$ cat src/common/idfw_pkg.sv
// Package: word numbers, fixed bit layouts and register map of the identify feature words
package idfw_pkg;
   // AHB register byte offsets
   localparam logic [7:0] IDFW_OFF_CTRL   = 8'h00;
   localparam logic [7:0] IDFW_OFF_SECCFG = 8'h04;
   localparam logic [7:0] IDFW_OFF_MODE   = 8'h08;
   localparam logic [7:0] IDFW_OFF_EVENT  = 8'h0C;
   localparam logic [7:0] IDFW_OFF_RDSEL  = 8'h10;
   localparam logic [7:0] IDFW_OFF_RDATA  = 8'h14;
   // Identify word numbers served by this block
   localparam logic [7:0] IDFW_W53  = 8'd53;
   localparam logic [7:0] IDFW_W78  = 8'd78;
   localparam logic [7:0] IDFW_W79  = 8'd79;
   localparam logic [7:0] IDFW_W82  = 8'd82;
   localparam logic [7:0] IDFW_W83  = 8'd83;
   localparam logic [7:0] IDFW_W84  = 8'd84;
   localparam logic [7:0] IDFW_W85  = 8'd85;
   localparam logic [7:0] IDFW_W86  = 8'd86;
   localparam logic [7:0] IDFW_W87  = 8'd87;
   localparam logic [7:0] IDFW_W88  = 8'd88;
   localparam logic [7:0] IDFW_W89  = 8'd89;
   localparam logic [7:0] IDFW_W92  = 8'd92;
   localparam logic [7:0] IDFW_W128 = 8'd128;
   // Fixed parts of command-set words
   localparam logic [15:0] IDFW_CMDSET_FIXED = 16'h7008;  // bits 14,13,12,3
   localparam logic [15:0] IDFW_VALID_MARK   = 16'h4000;  // bit 14 one, bit 15 zero
   localparam logic [15:0] IDFW_W53_UDMA_OK  = 16'h0004;  // bit 2
   // Field positions
   localparam int IDFW_SECBIT   = 1;
   localparam int IDFW_WCBIT    = 5;
   localparam int IDFW_LABIT    = 6;
   localparam int IDFW_APMBIT   = 3;
   localparam int IDFW_LVLBIT   = 8;
   localparam int IDFW_UDSEL_LO = 8;
   // Reset values
   localparam logic [31:0] IDFW_CTRL_RST   = 32'h0000_0000;
   localparam logic [31:0] IDFW_SECCFG_RST = 32'h0000_0000;
   localparam logic [31:0] IDFW_MODE_RST   = 32'h0000_0000;
endpackage : idfw_pkg

$ cat src/rtl/idfw_words.sv
// Identify feature words 53 and 78..128 with an AHB-Lite slave for state and readback
`timescale 1ns/100ps
`default_nettype none
//
// Overview of operation
// - Word 78 reports six serial features supported
// - Word 79 reports which serial features enabled
// - Words 83/84 bit14 one, bit15 zero
// - Word 82 fixed ones and zeros
// - Word 82 security, write cache, look-ahead support
// - Word 83 zeros, bit3 advanced power support
// - Word 87 bit14 one, bit15 zero
// - Word 85 security, cache, look-ahead enabled
// - Word 85 fixed ones and zeros
// - Word 86 zeros, bit3 advanced power enabled
// - Word 88 one-hot selected Ultra DMA mode
// - Ultra and multiword DMA selection exclusive
// - Ultra DMA support bits are cumulative
// - Word 88 zero without Ultra DMA
// - Word 89 erase time in two-minute units
// - Word 92 master password revision code
// - Word 128 bit8 only at maximum level
// - Attempts expired sticks until hardware reset
// - Word 128 security status flags
// - Word 53 bit2 marks word 88 valid
module idfw_words #(
   parameter int UDMA_MAX_MODE = 6,
   parameter bit UDMA_SUPPORT  = 1'b1
) (
   input  wire logic        hclk,
   input  wire logic        hresetn,
   input  wire logic        hsel,
   input  wire logic [31:0] haddr,
   input  wire logic [1:0]  htrans,
   input  wire logic        hwrite,
   input  wire logic [2:0]  hsize,
   input  wire logic [31:0] hwdata,
   input  wire logic        hready,
   output logic      [31:0] hrdata,
   output logic             hreadyout,
   output logic             hresp,
   input  wire logic [7:0]  word_sel,
   output logic      [15:0] word_data,
   output logic             sec_cmd_abort,
   output logic             mdma_sel_clr
);
   import idfw_pkg::*;

   // Control registers
   logic [31:0] ctrl_q;
   logic [31:0] seccfg_q;
   logic [31:0] mode_q;
   logic        expired_q;
   logic [7:0]  rdsel_q;
   logic [15:0] word_data_q;
   logic [31:0] hrdata_q;
   logic        abort_q;
   logic        mclr_q;
   // Address phase capture
   logic        wr_pend_q;
   logic [7:0]  addr_q;

   // Turn a mode number into a one-hot field of seven; mode 7 gives zero
   function automatic logic [6:0] onehot7(input logic [2:0] m, input logic en);
      onehot7 = en ? 7'(7'h01 << m) : 7'h00;
   endfunction : onehot7

   // Cumulative support mask up to a top mode
   function automatic logic [6:0] cumul7(input int top);
      cumul7 = 7'((8'h02 << top) - 8'h01);
   endfunction : cumul7

   // Field decode of control registers
   // ctrl: [6:1] serial supported, [14:9] serial enabled, [16] wc sup, [17] la sup,
   //       [18] apm sup, [19] wc en, [20] la en, [21] apm en
   // seccfg: [0] sup, [1] enabled, [2] locked, [3] frozen, [4] max level,
   //         [5] enhanced erase, [23:8] erase time units
   // mode: [15:0] master revision, [18:16] udma mode, [19] udma sel, [20] mdma sel
   wire        sec_sup   = seccfg_q[0];
   wire        sec_en    = seccfg_q[1];
   wire        udma_req  = mode_q[19] & UDMA_SUPPORT;
   wire        mdma_req  = mode_q[20];
   wire        udma_on   = udma_req & ~mdma_req;  // Later mdma write clears udma
   wire [6:0]  udma_sel  = onehot7(mode_q[18:16], udma_on);
   wire [6:0]  udma_sup  = UDMA_SUPPORT ? cumul7(UDMA_MAX_MODE) : 7'h00;

   // Live words, rebuilt every cycle from current state
   wire [15:0] w53  = UDMA_SUPPORT ? IDFW_W53_UDMA_OK : 16'h0000;
   wire [15:0] w78  = {9'h000, ctrl_q[6:1], 1'b0};
   wire [15:0] w79  = {9'h000, ctrl_q[14:9] & ctrl_q[6:1], 1'b0};
   wire [15:0] w82  = IDFW_CMDSET_FIXED
                      | (16'(sec_sup) << IDFW_SECBIT)
                      | (16'(ctrl_q[16]) << IDFW_WCBIT)
                      | (16'(ctrl_q[17]) << IDFW_LABIT);
   wire [15:0] w83  = IDFW_VALID_MARK | (16'(ctrl_q[18]) << IDFW_APMBIT);
   wire [15:0] w84  = IDFW_VALID_MARK;
   wire [15:0] w85  = IDFW_CMDSET_FIXED
                      | (16'(sec_sup & sec_en) << IDFW_SECBIT)
                      | (16'(ctrl_q[19]) << IDFW_WCBIT)
                      | (16'(ctrl_q[20]) << IDFW_LABIT);
   wire [15:0] w86  = 16'(ctrl_q[21] & ctrl_q[18]) << IDFW_APMBIT;
   wire [15:0] w87  = IDFW_VALID_MARK;
   wire [15:0] w88  = UDMA_SUPPORT ? {1'b0, udma_sel, 1'b0, udma_sup} : 16'h0000;
   wire [15:0] w89  = sec_sup ? seccfg_q[23:8] : 16'h0000;
   wire [15:0] w92  = sec_sup ? mode_q[15:0] : 16'h0000;
   wire        lvl  = sec_sup & sec_en & seccfg_q[4];
   wire [15:0] w128 = sec_sup ? ((16'(lvl) << IDFW_LVLBIT)
                      | {10'h000, seccfg_q[5], expired_q, seccfg_q[3:1], 1'b1})
                      : 16'h0000;

   // Word selection for both the identify port and the bus readback
   function automatic logic [15:0] pick(input logic [7:0] n, input logic [15:0] a53,
         input logic [15:0] a78, input logic [15:0] a79, input logic [15:0] a82,
         input logic [15:0] a83, input logic [15:0] a84, input logic [15:0] a85,
         input logic [15:0] a86, input logic [15:0] a87, input logic [15:0] a88,
         input logic [15:0] a89, input logic [15:0] a92, input logic [15:0] a128);
      case (n)
         IDFW_W53:  pick = a53;
         IDFW_W78:  pick = a78;
         IDFW_W79:  pick = a79;
         IDFW_W82:  pick = a82;
         IDFW_W83:  pick = a83;
         IDFW_W84:  pick = a84;
         IDFW_W85:  pick = a85;
         IDFW_W86:  pick = a86;
         IDFW_W87:  pick = a87;
         IDFW_W88:  pick = a88;
         IDFW_W89:  pick = a89;
         IDFW_W92:  pick = a92;
         IDFW_W128: pick = a128;
         default:   pick = 16'h0000;
      endcase
   endfunction : pick

   wire [15:0] port_word = pick(word_sel, w53, w78, w79, w82, w83, w84, w85, w86, w87,
                                w88, w89, w92, w128);
   wire [15:0] bus_word  = pick(rdsel_q, w53, w78, w79, w82, w83, w84, w85, w86, w87,
                                w88, w89, w92, w128);

   // Bus decode; single-cycle slave, never waits
   wire        acc      = hsel & hready & htrans[1];
   wire        wr_ctrl  = wr_pend_q & (addr_q == IDFW_OFF_CTRL);
   wire        wr_sec   = wr_pend_q & (addr_q == IDFW_OFF_SECCFG);
   wire        wr_mode  = wr_pend_q & (addr_q == IDFW_OFF_MODE);
   wire        wr_evt   = wr_pend_q & (addr_q == IDFW_OFF_EVENT);
   wire        wr_rsel  = wr_pend_q & (addr_q == IDFW_OFF_RDSEL);
   // Expiry event from firmware; write-one on bit 0
   wire        expire_set = wr_evt & hwdata[0];
   // A new mode write with mdma set flags that the udma selection dropped
   wire        mdma_new   = wr_mode & hwdata[20];
   wire [7:0]  raddr      = haddr[7:0];

   // Read data mux for the address phase
   logic [31:0] rd_mux;
   always_comb begin
      case (raddr)
         IDFW_OFF_CTRL:   rd_mux = ctrl_q;
         IDFW_OFF_SECCFG: rd_mux = seccfg_q;
         IDFW_OFF_MODE:   rd_mux = mode_q;
         IDFW_OFF_EVENT:  rd_mux = {31'h0, expired_q};
         IDFW_OFF_RDSEL:  rd_mux = {24'h0, rdsel_q};
         IDFW_OFF_RDATA:  rd_mux = {16'h0, bus_word};
         default:         rd_mux = 32'h0000_0000;
      endcase
   end

   // Address phase capture
   always_ff @(posedge hclk or negedge hresetn) begin
      if (!hresetn) begin
         wr_pend_q <= 1'b0;
         addr_q    <= 8'h00;
      end else begin
         wr_pend_q <= acc & hwrite;
         addr_q    <= raddr;
      end
   end

   // Software-owned state
   always_ff @(posedge hclk or negedge hresetn) begin
      if (!hresetn) begin
         ctrl_q   <= IDFW_CTRL_RST;
         seccfg_q <= IDFW_SECCFG_RST;
         mode_q   <= IDFW_MODE_RST;
         rdsel_q  <= 8'h00;
      end else begin
         if (wr_ctrl)
            ctrl_q <= hwdata;
         if (wr_sec)
            seccfg_q <= hwdata;
         if (wr_mode) begin
            // Selecting multiword DMA drops the Ultra DMA selection
            mode_q <= hwdata[20] ? {hwdata[31:20], 1'b0, hwdata[18:0]} : hwdata;
         end
         if (wr_rsel)
            rdsel_q <= hwdata[7:0];
      end
   end

   // Expired flag clears only on reset
   always_ff @(posedge hclk or negedge hresetn) begin
      if (!hresetn)
         expired_q <= 1'b0;
      else if (expire_set & sec_sup)
         expired_q <= 1'b1;
   end

   // Registered outputs
   always_ff @(posedge hclk or negedge hresetn) begin
      if (!hresetn) begin
         word_data_q <= 16'h0000;
         hrdata_q    <= 32'h0000_0000;
         abort_q     <= 1'b0;
         mclr_q      <= 1'b0;
      end else begin
         word_data_q <= port_word;
         if (acc & ~hwrite)
            hrdata_q <= rd_mux;
         abort_q     <= expired_q | (expire_set & sec_sup);
         mclr_q      <= mdma_new & mode_q[19];
      end
   end

   assign word_data     = word_data_q;
   assign hrdata        = hrdata_q;
   assign sec_cmd_abort = abort_q;
   assign mdma_sel_clr  = mclr_q;
   // Zero-wait slave, always OKAY
   assign hreadyout     = 1'b1;
   assign hresp         = 1'b0;
endmodule : idfw_words
`default_nettype wire

$ cat config.mk
export PLATFORM = sky130hd
export DESIGN_NAME = idfw_words
export DESIGN_NICKNAME = d
export VERILOG_FILES = /design/src/common/idfw_pkg.sv /design/src/rtl/idfw_words.sv
export SDC_FILE = /design/constraint.sdc
export NUM_CORES = 1
export LEC_CHECK = 0
export ABC_CLOCK_PERIOD_IN_PS = 3800
export BUFFER_PORTS_ARGS = -buffer_cell sky130_fd_sc_hd__buf_2
export CAP_MARGIN = 20
export CORE_MARGIN = 3
export CORE_UTILIZATION = 33
export DETAILED_ROUTE_END_ITERATION = 12
export PLACE_DENSITY = 0.49
export SLEW_MARGIN = 20
export SYNTH_ARGS = -nofsm -noshare
export SYNTH_HDL_FRONTEND = slang
export SYNTH_SLANG_ARGS = --single-unit
$ cat constraint.sdc
create_clock -name hclk -period 3.8 [get_ports hclk]
set_input_delay 0.76 -clock hclk [delete_from_list [all_inputs] [get_ports hclk]]
set_output_delay 0.76 -clock hclk [all_outputs]
set_load 0.005 [all_outputs]
==> impl_metrics.ini, run 1 <==
[outcome]
status = complete, no violations

[global_route]
grt_pass1_vias = 6639
grt_busiest_layer = met2
grt_max_degree = 55
grt.total_usage = 0.201
grt_use_met1 = 0.268
grtUsageMet3 = 0.0418
antenna_found_initial = 0
grt_pass1_wl_mm = 40.3
use_met2 = 0.343
overflow = 0

[critical_path]
crit_chain = nand4bb_1, nor3_2, buf_4, nand2_1, and3_1, o21ai_1
crit_end = hrdata[6]
ff2ff_path_depth = 6
startpoint_type = register
r2r-end = hrdata[6]
r2r-start = rdsel_q[5]
critPathMaxStageDelay_ns = 0.74
crit_arrival_ns = 2.95
slowest_stage = nor3_2
critPathMaxFanout = 9
critPathLaunch = rdsel_q[5]
worst-setup-path-type = register to register
regToRegSetupSlack_ns = 1.21
crit_required_ns = 4.15
crit_path_end_kind = register

[sta]
layout_setup_ws_ns = 1.21
max_slew_margin = 0.324
min_period_ns = 2.59
fin_crit_sh = 0.682
slew_violations = 0
final-hold-violation-count = 0
max_slew.worst_pin.slew_ns = 1.01
fin_worst_skew_ns = 0.0159
setup_viol = 0
rsz0062_at_grt = false
fmax_ghz = 0.386
fin_setup_tns_ns = 0

[die]
dieArea_sq_mm = 0.0263
die_w_um = 162
pin_count = 134
initial_core_util = 0.339
rows = 56
die_y_um = 162
design.core.area_sq_mm = 0.0238

[synth]
synthDistinctLibCells = 67
avgSynthCellArea_sq_um = 11.2
synthMostInstantiatedCell = dfrtp_1
yosysWarnings = 0
synth_edf_count = 0
synth_common_cells = dfrtp_1, mux2_2, nand2_1
synth_top_area_frac = 0.510
synth_area_leader_cell = dfrtp_1
synth_seq_cells = 164
synth_fp_nets = 800
synthesis.area_sq_mm = 0.00805
synth_flop_cell = dfrtp_1
async_flop_share = 1.00
synth_cells = 718
synth_area_leaders = dfrtp_1, mux2_2, nand2_1, o21ai_0, a222oi_1
ys_seq_area_frac = 0.510

[layout]
area_growth_syn_to_layout_pct = 18.4
drive_above_1_share = 0.328
nets = 895
antennaDiodeCount = 0
fin_util = 0.401
nFillCells = 2301
multi_input_area_sq_mm = 0.00370
final_cell_area_sq_mm = 0.00953
seq_area_sq_mm = 0.00410

[detailed_routing]
drt_iter0_drc = 528
route.vias.total = 6429
wl_mm = 26.0
wire_per_inst_um = 22.7
drt_first_pass_iters = 6
drt.antenna.violating_nets = 0
via_per_inst = 5.61
remaining_drc_errors = 0

[placement]
post_dp_cell_area_sq_mm = 0.00892
routabilityCongestion = 0.930
dp_hpwl_mm = 18.3
pre_cts_slack_ns = 1.04
io_buffers = 103

[pwr]
switching_share = 0.246
power_mw = 3.89
intPower_mw = 2.94
seq_power_share = 0.478
switchingPower_mw = 0.957
combPwrFrac = 0.062
irDropWorstVdd_v = 0.000222
p_leak_nw = 4.26
clkPwrFrac = 0.460
powerDensity_mw_per_mm2 = 409

[cts]
cts_buffers = 17
clock-sinks = 164
cts_resized = 0
cts_hold_buf = 0
cts_max_level = 4
cts-root-buf = clkbuf_16
clock_path_buffers = 2
insertion_delay_ns = 0.43
cts_setup_buffers = 0
clk_pin_slew_ns = 0.07
cts_tree = built

[worst_hold_path]
hp-class = primary input to async pin

[job]
drv_cap = 0
[power groups by stage]
stage	registers, mW	logic [mW]	clock network (mW)
2_1_floorplan	1.85	0.137	0
3_3_place_gp	1.89	0.235	0
3_5_place_dp	1.89	0.244	0
4_1_cts	1.86	0.245	1.82
5_1_grt	1.87	0.268	1.92
6_report	1.86	0.241	1.79
[through the flow]
stage,hold slack [ns],cells
3_3_place_gp,0.463,1113
4_1_cts,0.297,1145
2_1_floorplan,0.464,718
5_1_grt,0.304,1145
3_5_place_dp,0.471,1113
6_report,0.284,1145
[critical path: cells and delay by family, from the launching register on]
family / cells / cell delay (ns)
AND/OR/NAND/NOR: 4 / 1.61
flip-flops: 1 / 0.50
buffers and inverters: 1 / 0.29
AO/OA/AOI/OAI: 1 / 0.12
[routing by layer]
metal,up-vias,part of all wire
met2,219,0.50
li1,2895,-
met4,0,0.0084
met3,17,0.056
met1,3298,0.43
met5,-,0
[worst min path at each step]
stage	cells past startpoint	slack, ns	endpoint	start
finish	1	0.28	seccfg_q[6]	hresetn
global route	1	0.30	hrdata[2]	hresetn
CTS	1	0.30	hrdata[2]	hresetn
detailed placement	2	0.47	hrdata[25]	hrdata[25]
global placement	2	0.46	hrdata[25]	hrdata[25]
floorplan	0	0.46	addr_q[0]	hresetn
[sequential cells by signal (all words and copies together), names as in the netlist, 8 cells and up]
name	flops
ctrl_q	32
hrdata	32
mode_q	32
seccfg_q	32
word_data	16
addr_q	8
rdsel_q	8
[cell families (layout without fill, tap and decap cells)]
| logic type | after synthesis | in the layout | synth area share |
|---|---|---|---|
| AND/OR/NAND/NOR | 194 | 194 | 0.135 |
| AO/OA/AOI/OAI | 184 | 184 | 0.158 |
| flip-flops | 164 | 164 | 0.510 |
| multiplexers | 117 | 117 | 0.163 |
| buffers and inverters | 56 | 164 | 0.0322 |
| other | 2 | 2 | 0.000933 |
| XOR/XNOR | 1 | 1 | 0.00109 |
[placed cells by master (no fill, tap or decap), types with 3 or more instances in the layout]
cell       Yosys  routed
nand3b_1       8       8
nand3_1       17      17
mux2i_1       14      14
clkinv_2       0       3
buf_2         21     102
buf_4          6      21
nor3b_1        4       4
a222oi_1      19      19
nand2b_1       9       9
clkbuf_16      0      17
nor4_4         3       4
nor4_1         4       4
a221oi_1      10      10
nor2b_1        6       6
dfrtp_1      164     164
mux2_2       102     102
o2111ai_1      4       4
and3b_1        3       3
nand2_1       66      66
bufinv_16      0       3
a21o_1         5       5
inv_1          7       7
a21oi_1       27      27
a31oi_1        3       3
o31ai_1        4       4
o21ai_0       47      47
nor2_1        32      32
o21ai_1       11      11
nand4_1        6       6
nor3_1        11      11
a22o_1         7       7
a22oi_1       24      24
inv_6          0       3
a32oi_1        4       4
and3_1         4       4
[final cells by class]
class / count / share of cell area
sequential: 164 / 0.431
multi-input combinational: 498 / 0.388
timing repair buffer: 125 / 0.0734
clock buffer: 19 / 0.0454
tap: 319 / 0.0419
clock inverter: 13 / 0.0180
inverter: 7 / 0.00276
Power figures use the tool's default switching activity.
==> run 2: changes to the inputs <==
ABC_AREA = 1   (was default)
ABC_CLOCK_PERIOD_IN_PS = 2600   (was 3800)
PLACE_DENSITY = 0.48   (was 0.49)
clock period = 2.6 ns   (was 3.8 ns; I/O delays follow)
==> run 2 against run 1 <==
Clock power grew 41%. Global-route usage increased by 1.6 points. Synthesized cell count grew 55%. Critical path depth is 5 higher. First-iteration DRC count grew 15%. Setup slack worse by 0.82 ns. Largest cell class unchanged.
==> impl_metrics.ini, run 2 <==
[synth]
avgSynthCellArea_sq_um = 7.46
yosysWarnings = 0
synthSimpleGateAreaFrac = 0.302
synth_xor_area_frac = 0
ys_seq_area_frac = 0.495
synth_seq_cells = 164
async_flop_share = 1.00
synth_top_area_frac = 0.495
synth-compound-area-share = 0.129
synth_area_leader_cell = dfrtp_1
synth_fp_nets = 1193
synth_top_family_by_area = simple AND/OR/NAND/NOR gates
muxShareOfSynthArea = 0
synthMostInstantiatedCell = nand2_1
synthDistinctLibCells = 38
synth_flop_cell = dfrtp_1
synth_area_leaders = dfrtp_1, nand2_1, o21ai_0, inv_1, nand3_1
synthesis.area_sq_mm = 0.00829
synth_edf_count = 0
synthAdderAreaFrac = 0
synth_cells = 1111
synth_common_cells = nand2_1, dfrtp_1, o21ai_0

[cts]
cts_hold_buf = 0
cts_buffers = 17
clock_path_buffers = 2
cts_tree = built
insertion_delay_ns = 0.45
clk_pin_slew_ns = 0.07
cts_resized = 0
cts_max_level = 4
clock-sinks = 164
cts-root-buf = clkbuf_16
cts_setup_buffers = 0

[pwr]
switching_share = 0.269
seq_power_share = 0.484
powerDensity_mw_per_mm2 = 547
intPower_mw = 3.97
combPwrFrac = 0.051
p_leak_nw = 5.71
power_mw = 5.42
clkPwrFrac = 0.466
switchingPower_mw = 1.46
irDropWorstVdd_v = 0.000318

[sta]
hold_ws_ns = 0.0535
final-hold-violation-count = 0
layout_setup_ws_ns = 0.387
setup_viol = 0
max_slew_margin = 0.595
fin_setup_tns_ns = 0
fmax_ghz = 0.452
max_slew.worst_pin.slew_ns = 0.606
fin_crit_sh = 0.851
rsz0062_at_grt = false
min_period_ns = 2.21
fin_worst_skew_ns = 0.0186
slew_violations = 0

[global_route]
antenna_found_initial = 0
grt_pass1_wl_mm = 44.3
grt_use_met1 = 0.320
grt_max_degree = 60
overflow = 0
grt.total_usage = 0.217
grtUsageMet3 = 0.0416
use_met2 = 0.320
grt_pass1_vias = 7432
grt_busiest_layer = met1

[critical_path]
crit_required_ns = 2.98
worst-setup-path-type = register to register
ff2ff_path_depth = 11
critPathMaxFanout = 9
crit_arrival_ns = 2.59
startpoint_type = register
crit_path_end_kind = register

[detailed_routing]
wire_per_inst_um = 18.3
drt.antenna.violating_nets = 0
route.vias.total = 7734
drt_first_pass_iters = 5
remaining_drc_errors = 0
wl_mm = 28.5
via_per_inst = 4.96
drt_iter0_drc = 606

[outcome]
status = complete, no violations

[die]
initial_core_util = 0.338
die_y_um = 164
dieArea_sq_mm = 0.0271
die_w_um = 164
design.core.area_sq_mm = 0.0245
pin_count = 134
rows = 57

[placement]
io_buffers = 103
dp_hpwl_mm = 20.9
routabilityCongestion = 0.953
pre_cts_slack_ns = 0.447

[worst_hold_path]
hp-class = primary input to async pin

[layout]
antennaDiodeCount = 0
drive_above_1_share = 0.154
area_growth_syn_to_layout_pct = 19.6
nets = 1303
final_cell_mix = nand2_1, dfrtp_1, o21ai_0
layout_commonest_cell = nand2_1

[job]
drv_cap = 0
[run 2: cell types whose count changed after synthesis, moves of 19 or more]
cell / change
a222oi_1: -19
a22oi_1: -24
inv_1: +94
mux2_2: -102
nand2_1: +333
nand3_1: +44
nor2_1: +45
o21ai_0: +99
[run 2: cells by family after synthesis]
group                  count (synthesis)
other                                  2
AO/OA/AOI/OAI                        198
flip-flops                           164
AND/OR/NAND/NOR                      599
buffers and inverters                148
[run 2: power by group through the flow]
stage	sequential [mW]	combinational [mW]	clock [mW]
2_1_floorplan	2.66	0.104	0
5_1_grt	2.63	0.317	2.70
3_5_place_dp	2.67	0.280	0
3_3_place_gp	2.67	0.279	0
4_1_cts	2.62	0.281	2.58
6_report	2.62	0.274	2.52
[run 2: worst paths after layout]
check	startpoint	to	slack, ns
worst max-delay path	rdsel_q[1]	hrdata[4]	0.39
worst min register to register	hrdata[7]	hrdata[7]	0.48
max in group asynchronous	hresetn	hrdata[31]	1.94
worst min-delay path	hresetn	hrdata[4]	0.05
worst max register to register	rdsel_q[1]	hrdata[4]	0.39
min in group hclk	haddr[6]	addr_q[6]	0.20
[run 2: area by class of cell]
type                    instances  area [sq um]
clock buffers                  17           425
clock inverters                15           166
fillers                      2625         14600
inverters                     102           383
multi-input cells             799          3590
flip-flops and latches        164          4100
well taps                     324           405
repair buffers                137           840
[run 2: per-layer routing]
metal / part of all wire / wire (um)
met1: 0.48 / 13800
met2: 0.43 / 12100
met3: 0.066 / 1880
met4: 0.025 / 714
met5: 0 / 0
[run 2: critical path, cell delays in order (launching register included)]
cell	delay, ns
dfrtp_1	0.45
inv_1	0.11
nand2_1	0.10
nor2_1	0.48
nand2_1	0.22
nand2_1	0.12
nor2_1	0.06
nand3_2	0.22
nand3_1	0.11
nand2_1	0.14
nand2_1	0.08
nand2_1	0.07
[run 2: stage by stage]
stage | utilization | area, sq um | instances
after floorplan | - | 8290 | 1111
after global placement | 0.380 | 9330 | 1526
after detailed placement | 0.380 | 9330 | 1526
after CTS | 0.404 | 9920 | 1558
after global routing | 0.404 | 9920 | 1558
final | 0.404 | 9920 | 1558
==> run 3: changes to the inputs <==
CAP_MARGIN = default   (was 20)
CORE_UTILIZATION = 55   (was 33)
PLACE_DENSITY = 0.75   (was 0.48)
==> run 3 against run 2 <==
Die area down 39%. Register-to-register slack improved by 0.14 ns. Clock-buffer cell count grew 3. Via count increased by 3.4%. Setup slack improved by 0.14 ns. Combinational power is 4% lower. Cell area fell by 2.2%. Maximum frequency up 6.9%. Sequential power is essentially flat. Clock skew is 0.0079 ns lower. Critical path depth up 1. Largest cell class unchanged.
==> impl_metrics.ini, run 3 (same netlist as run 2, synthesis figures left out) <==
[outcome]
status = complete, no violations

[cts]
clock-sinks = 164
clock_path_buffers = 2
cts-root-buf = clkbuf_16
cts_tree = built
cts_setup_buffers = 0
insertion_delay_ns = 0.43
cts_resized = 0
cts_buffers = 17
clk_pin_slew_ns = 0.06
cts_max_level = 4

[detailed_routing]
wl_mm = 25.8
drt_first_pass_iters = 5
drt.antenna.violating_nets = 0
wire_per_inst_um = 18.2
via_per_inst = 5.66
drt_iter0_drc = 779
route.vias.total = 8000
remaining_drc_errors = 0

[die]
design.core.area_sq_mm = 0.0146
die_w_um = 129
die_y_um = 129
initial_core_util = 0.566
dieArea_sq_mm = 0.0166
rows = 44
pin_count = 134

[layout]
final_cell_mix = nand2_1, dfrtp_1, o21ai_0
drive_above_1_share = 0.149
antennaDiodeCount = 0
layout_commonest_cell = nand2_1
area_growth_syn_to_layout_pct = 17.0
final_cells = 1414
nets = 1299

[critical_path]
cpMostUsedCell = nand2_1
slowest_stage = dfrtp_1
critPathMaxStageDelay_ns = 0.43
crit_arrival_ns = 2.38
startpoint_type = register
r2r-start = rdsel_q[3]
crit_chain = inv_1, nand2_1, nor2_1, buf_4, nand2_1, nand2_1, nor2_1, nand3_2, nand3_1, nand2_1, nand2_1, nand2_1
critPathMaxFanout = 9
worst-setup-path-type = register to register
crit_path_end_kind = register
crit_required_ns = 2.91
critPathLaunch = rdsel_q[3]

[sta]
rsz0062_at_grt = false
min_period_ns = 2.07
fin_setup_tns_ns = 0
setup_viol = 0
fin_crit_sh = 0.796
max_slew.worst_pin.slew_ns = 0.667
max_slew_margin = 0.556
fmax_ghz = 0.483
slew_violations = 0
fin_worst_skew_ns = 0.0106
final-hold-violation-count = 0

[pwr]
irDropWorstVdd_v = 0.000423
p_leak_nw = 5.68
powerDensity_mw_per_mm2 = 558

[placement]
io_buffers = 103
routabilityCongestion = 1.03
post-place-cells = 1381
dp_hpwl_mm = 18.5

[global_route]
grt_pass1_vias = 7525
grt_max_degree = 65
grt.total_usage = 0.318
grt_pass1_wl_mm = 40.4
antenna_found_initial = 0
overflow = 0

[worst_hold_path]
hold_start = haddr[6]
hp-class = primary input to register

[job]
drv_cap = 0
-- run 3: cell types whose count changed in the layout (fill, tap and decap cells not counted), sizes merged --
cell / before / now
clkinv: 9 / 3
buf: 137 / 132
clkbuf: 17 / 20
inv: 107 / 109
bufinv: 0 / 1
dlygate4sd3: 0 / 1
-- run 3: worst paths after layout --
kind | slack, ns | cells after the start | to
max in group asynchronous | 1.40 | 3 | ctrl_q[25]
min | 0.21 | 1 | addr_q[6]
min in group asynchronous | 0.56 | 2 | addr_q[0]
min reg2reg | 0.47 | 2 | hrdata[14]
max | 0.53 | 12 | hrdata[3]
max reg2reg | 0.53 | 12 | hrdata[3]
-- run 3: where the power goes --
part	switching, mW	total [mW]	internal (mW)
clock	1.11	2.52	1.41
sequential	0.0345	2.63	2.59
combinational	0.176	0.262	0.0853
-- run 3: layout make-up --
cell class              instances  area (sq um)
multi-input cells             799          3590
repair buffers                133           800
inverters                     102           383
fillers                      1308          4950
clock buffers                  20           457
clock inverters                12           133
well taps                     184           230
flip-flops and latches        164          4100
-- run 3: timing repair --
action,4_1_cts,5_1_grt
endpoints found under the setup margin,0,0
hold buffers,1,0
hold endpoints to repair,35,0
-- run 3: per-stage QoR --
stage | util | total power, mW | area [sq um] | worst slack [ns] | hold slack (ns)
global placement | 0.621 | 2.93 | 9100 | 0.550 | 0.442
finish | 0.662 | 5.41 | 9700 | 0.530 | 0.211
detailed placement | 0.621 | 2.93 | 9100 | 0.508 | 0.446
global route | 0.662 | 5.57 | 9700 | 0.392 | 0.199
CTS | 0.662 | 5.43 | 9700 | 0.606 | 0.198
floorplan | - | 2.77 | 8290 | 1.02 | 0.224
-- run 3: per-layer routing --
layer,vias to the layer above,GRT usage,share of wire
li1,3807,-,-
met1,3698,0.468,0.46
met2,421,0.460,0.42
met3,74,0.0652,0.091
met4,0,0.133,0.034
met5,-,0,0
-- run 3: worst max-delay path, delay by kind of cell (launching register included) --
| kind | cells | cell delay (ns) |
|---|---|---|
| buffers and inverters | 2 | 0.23 |
| DFF | 1 | 0.43 |
| and+or+nand+nor | 10 | 1.29 |
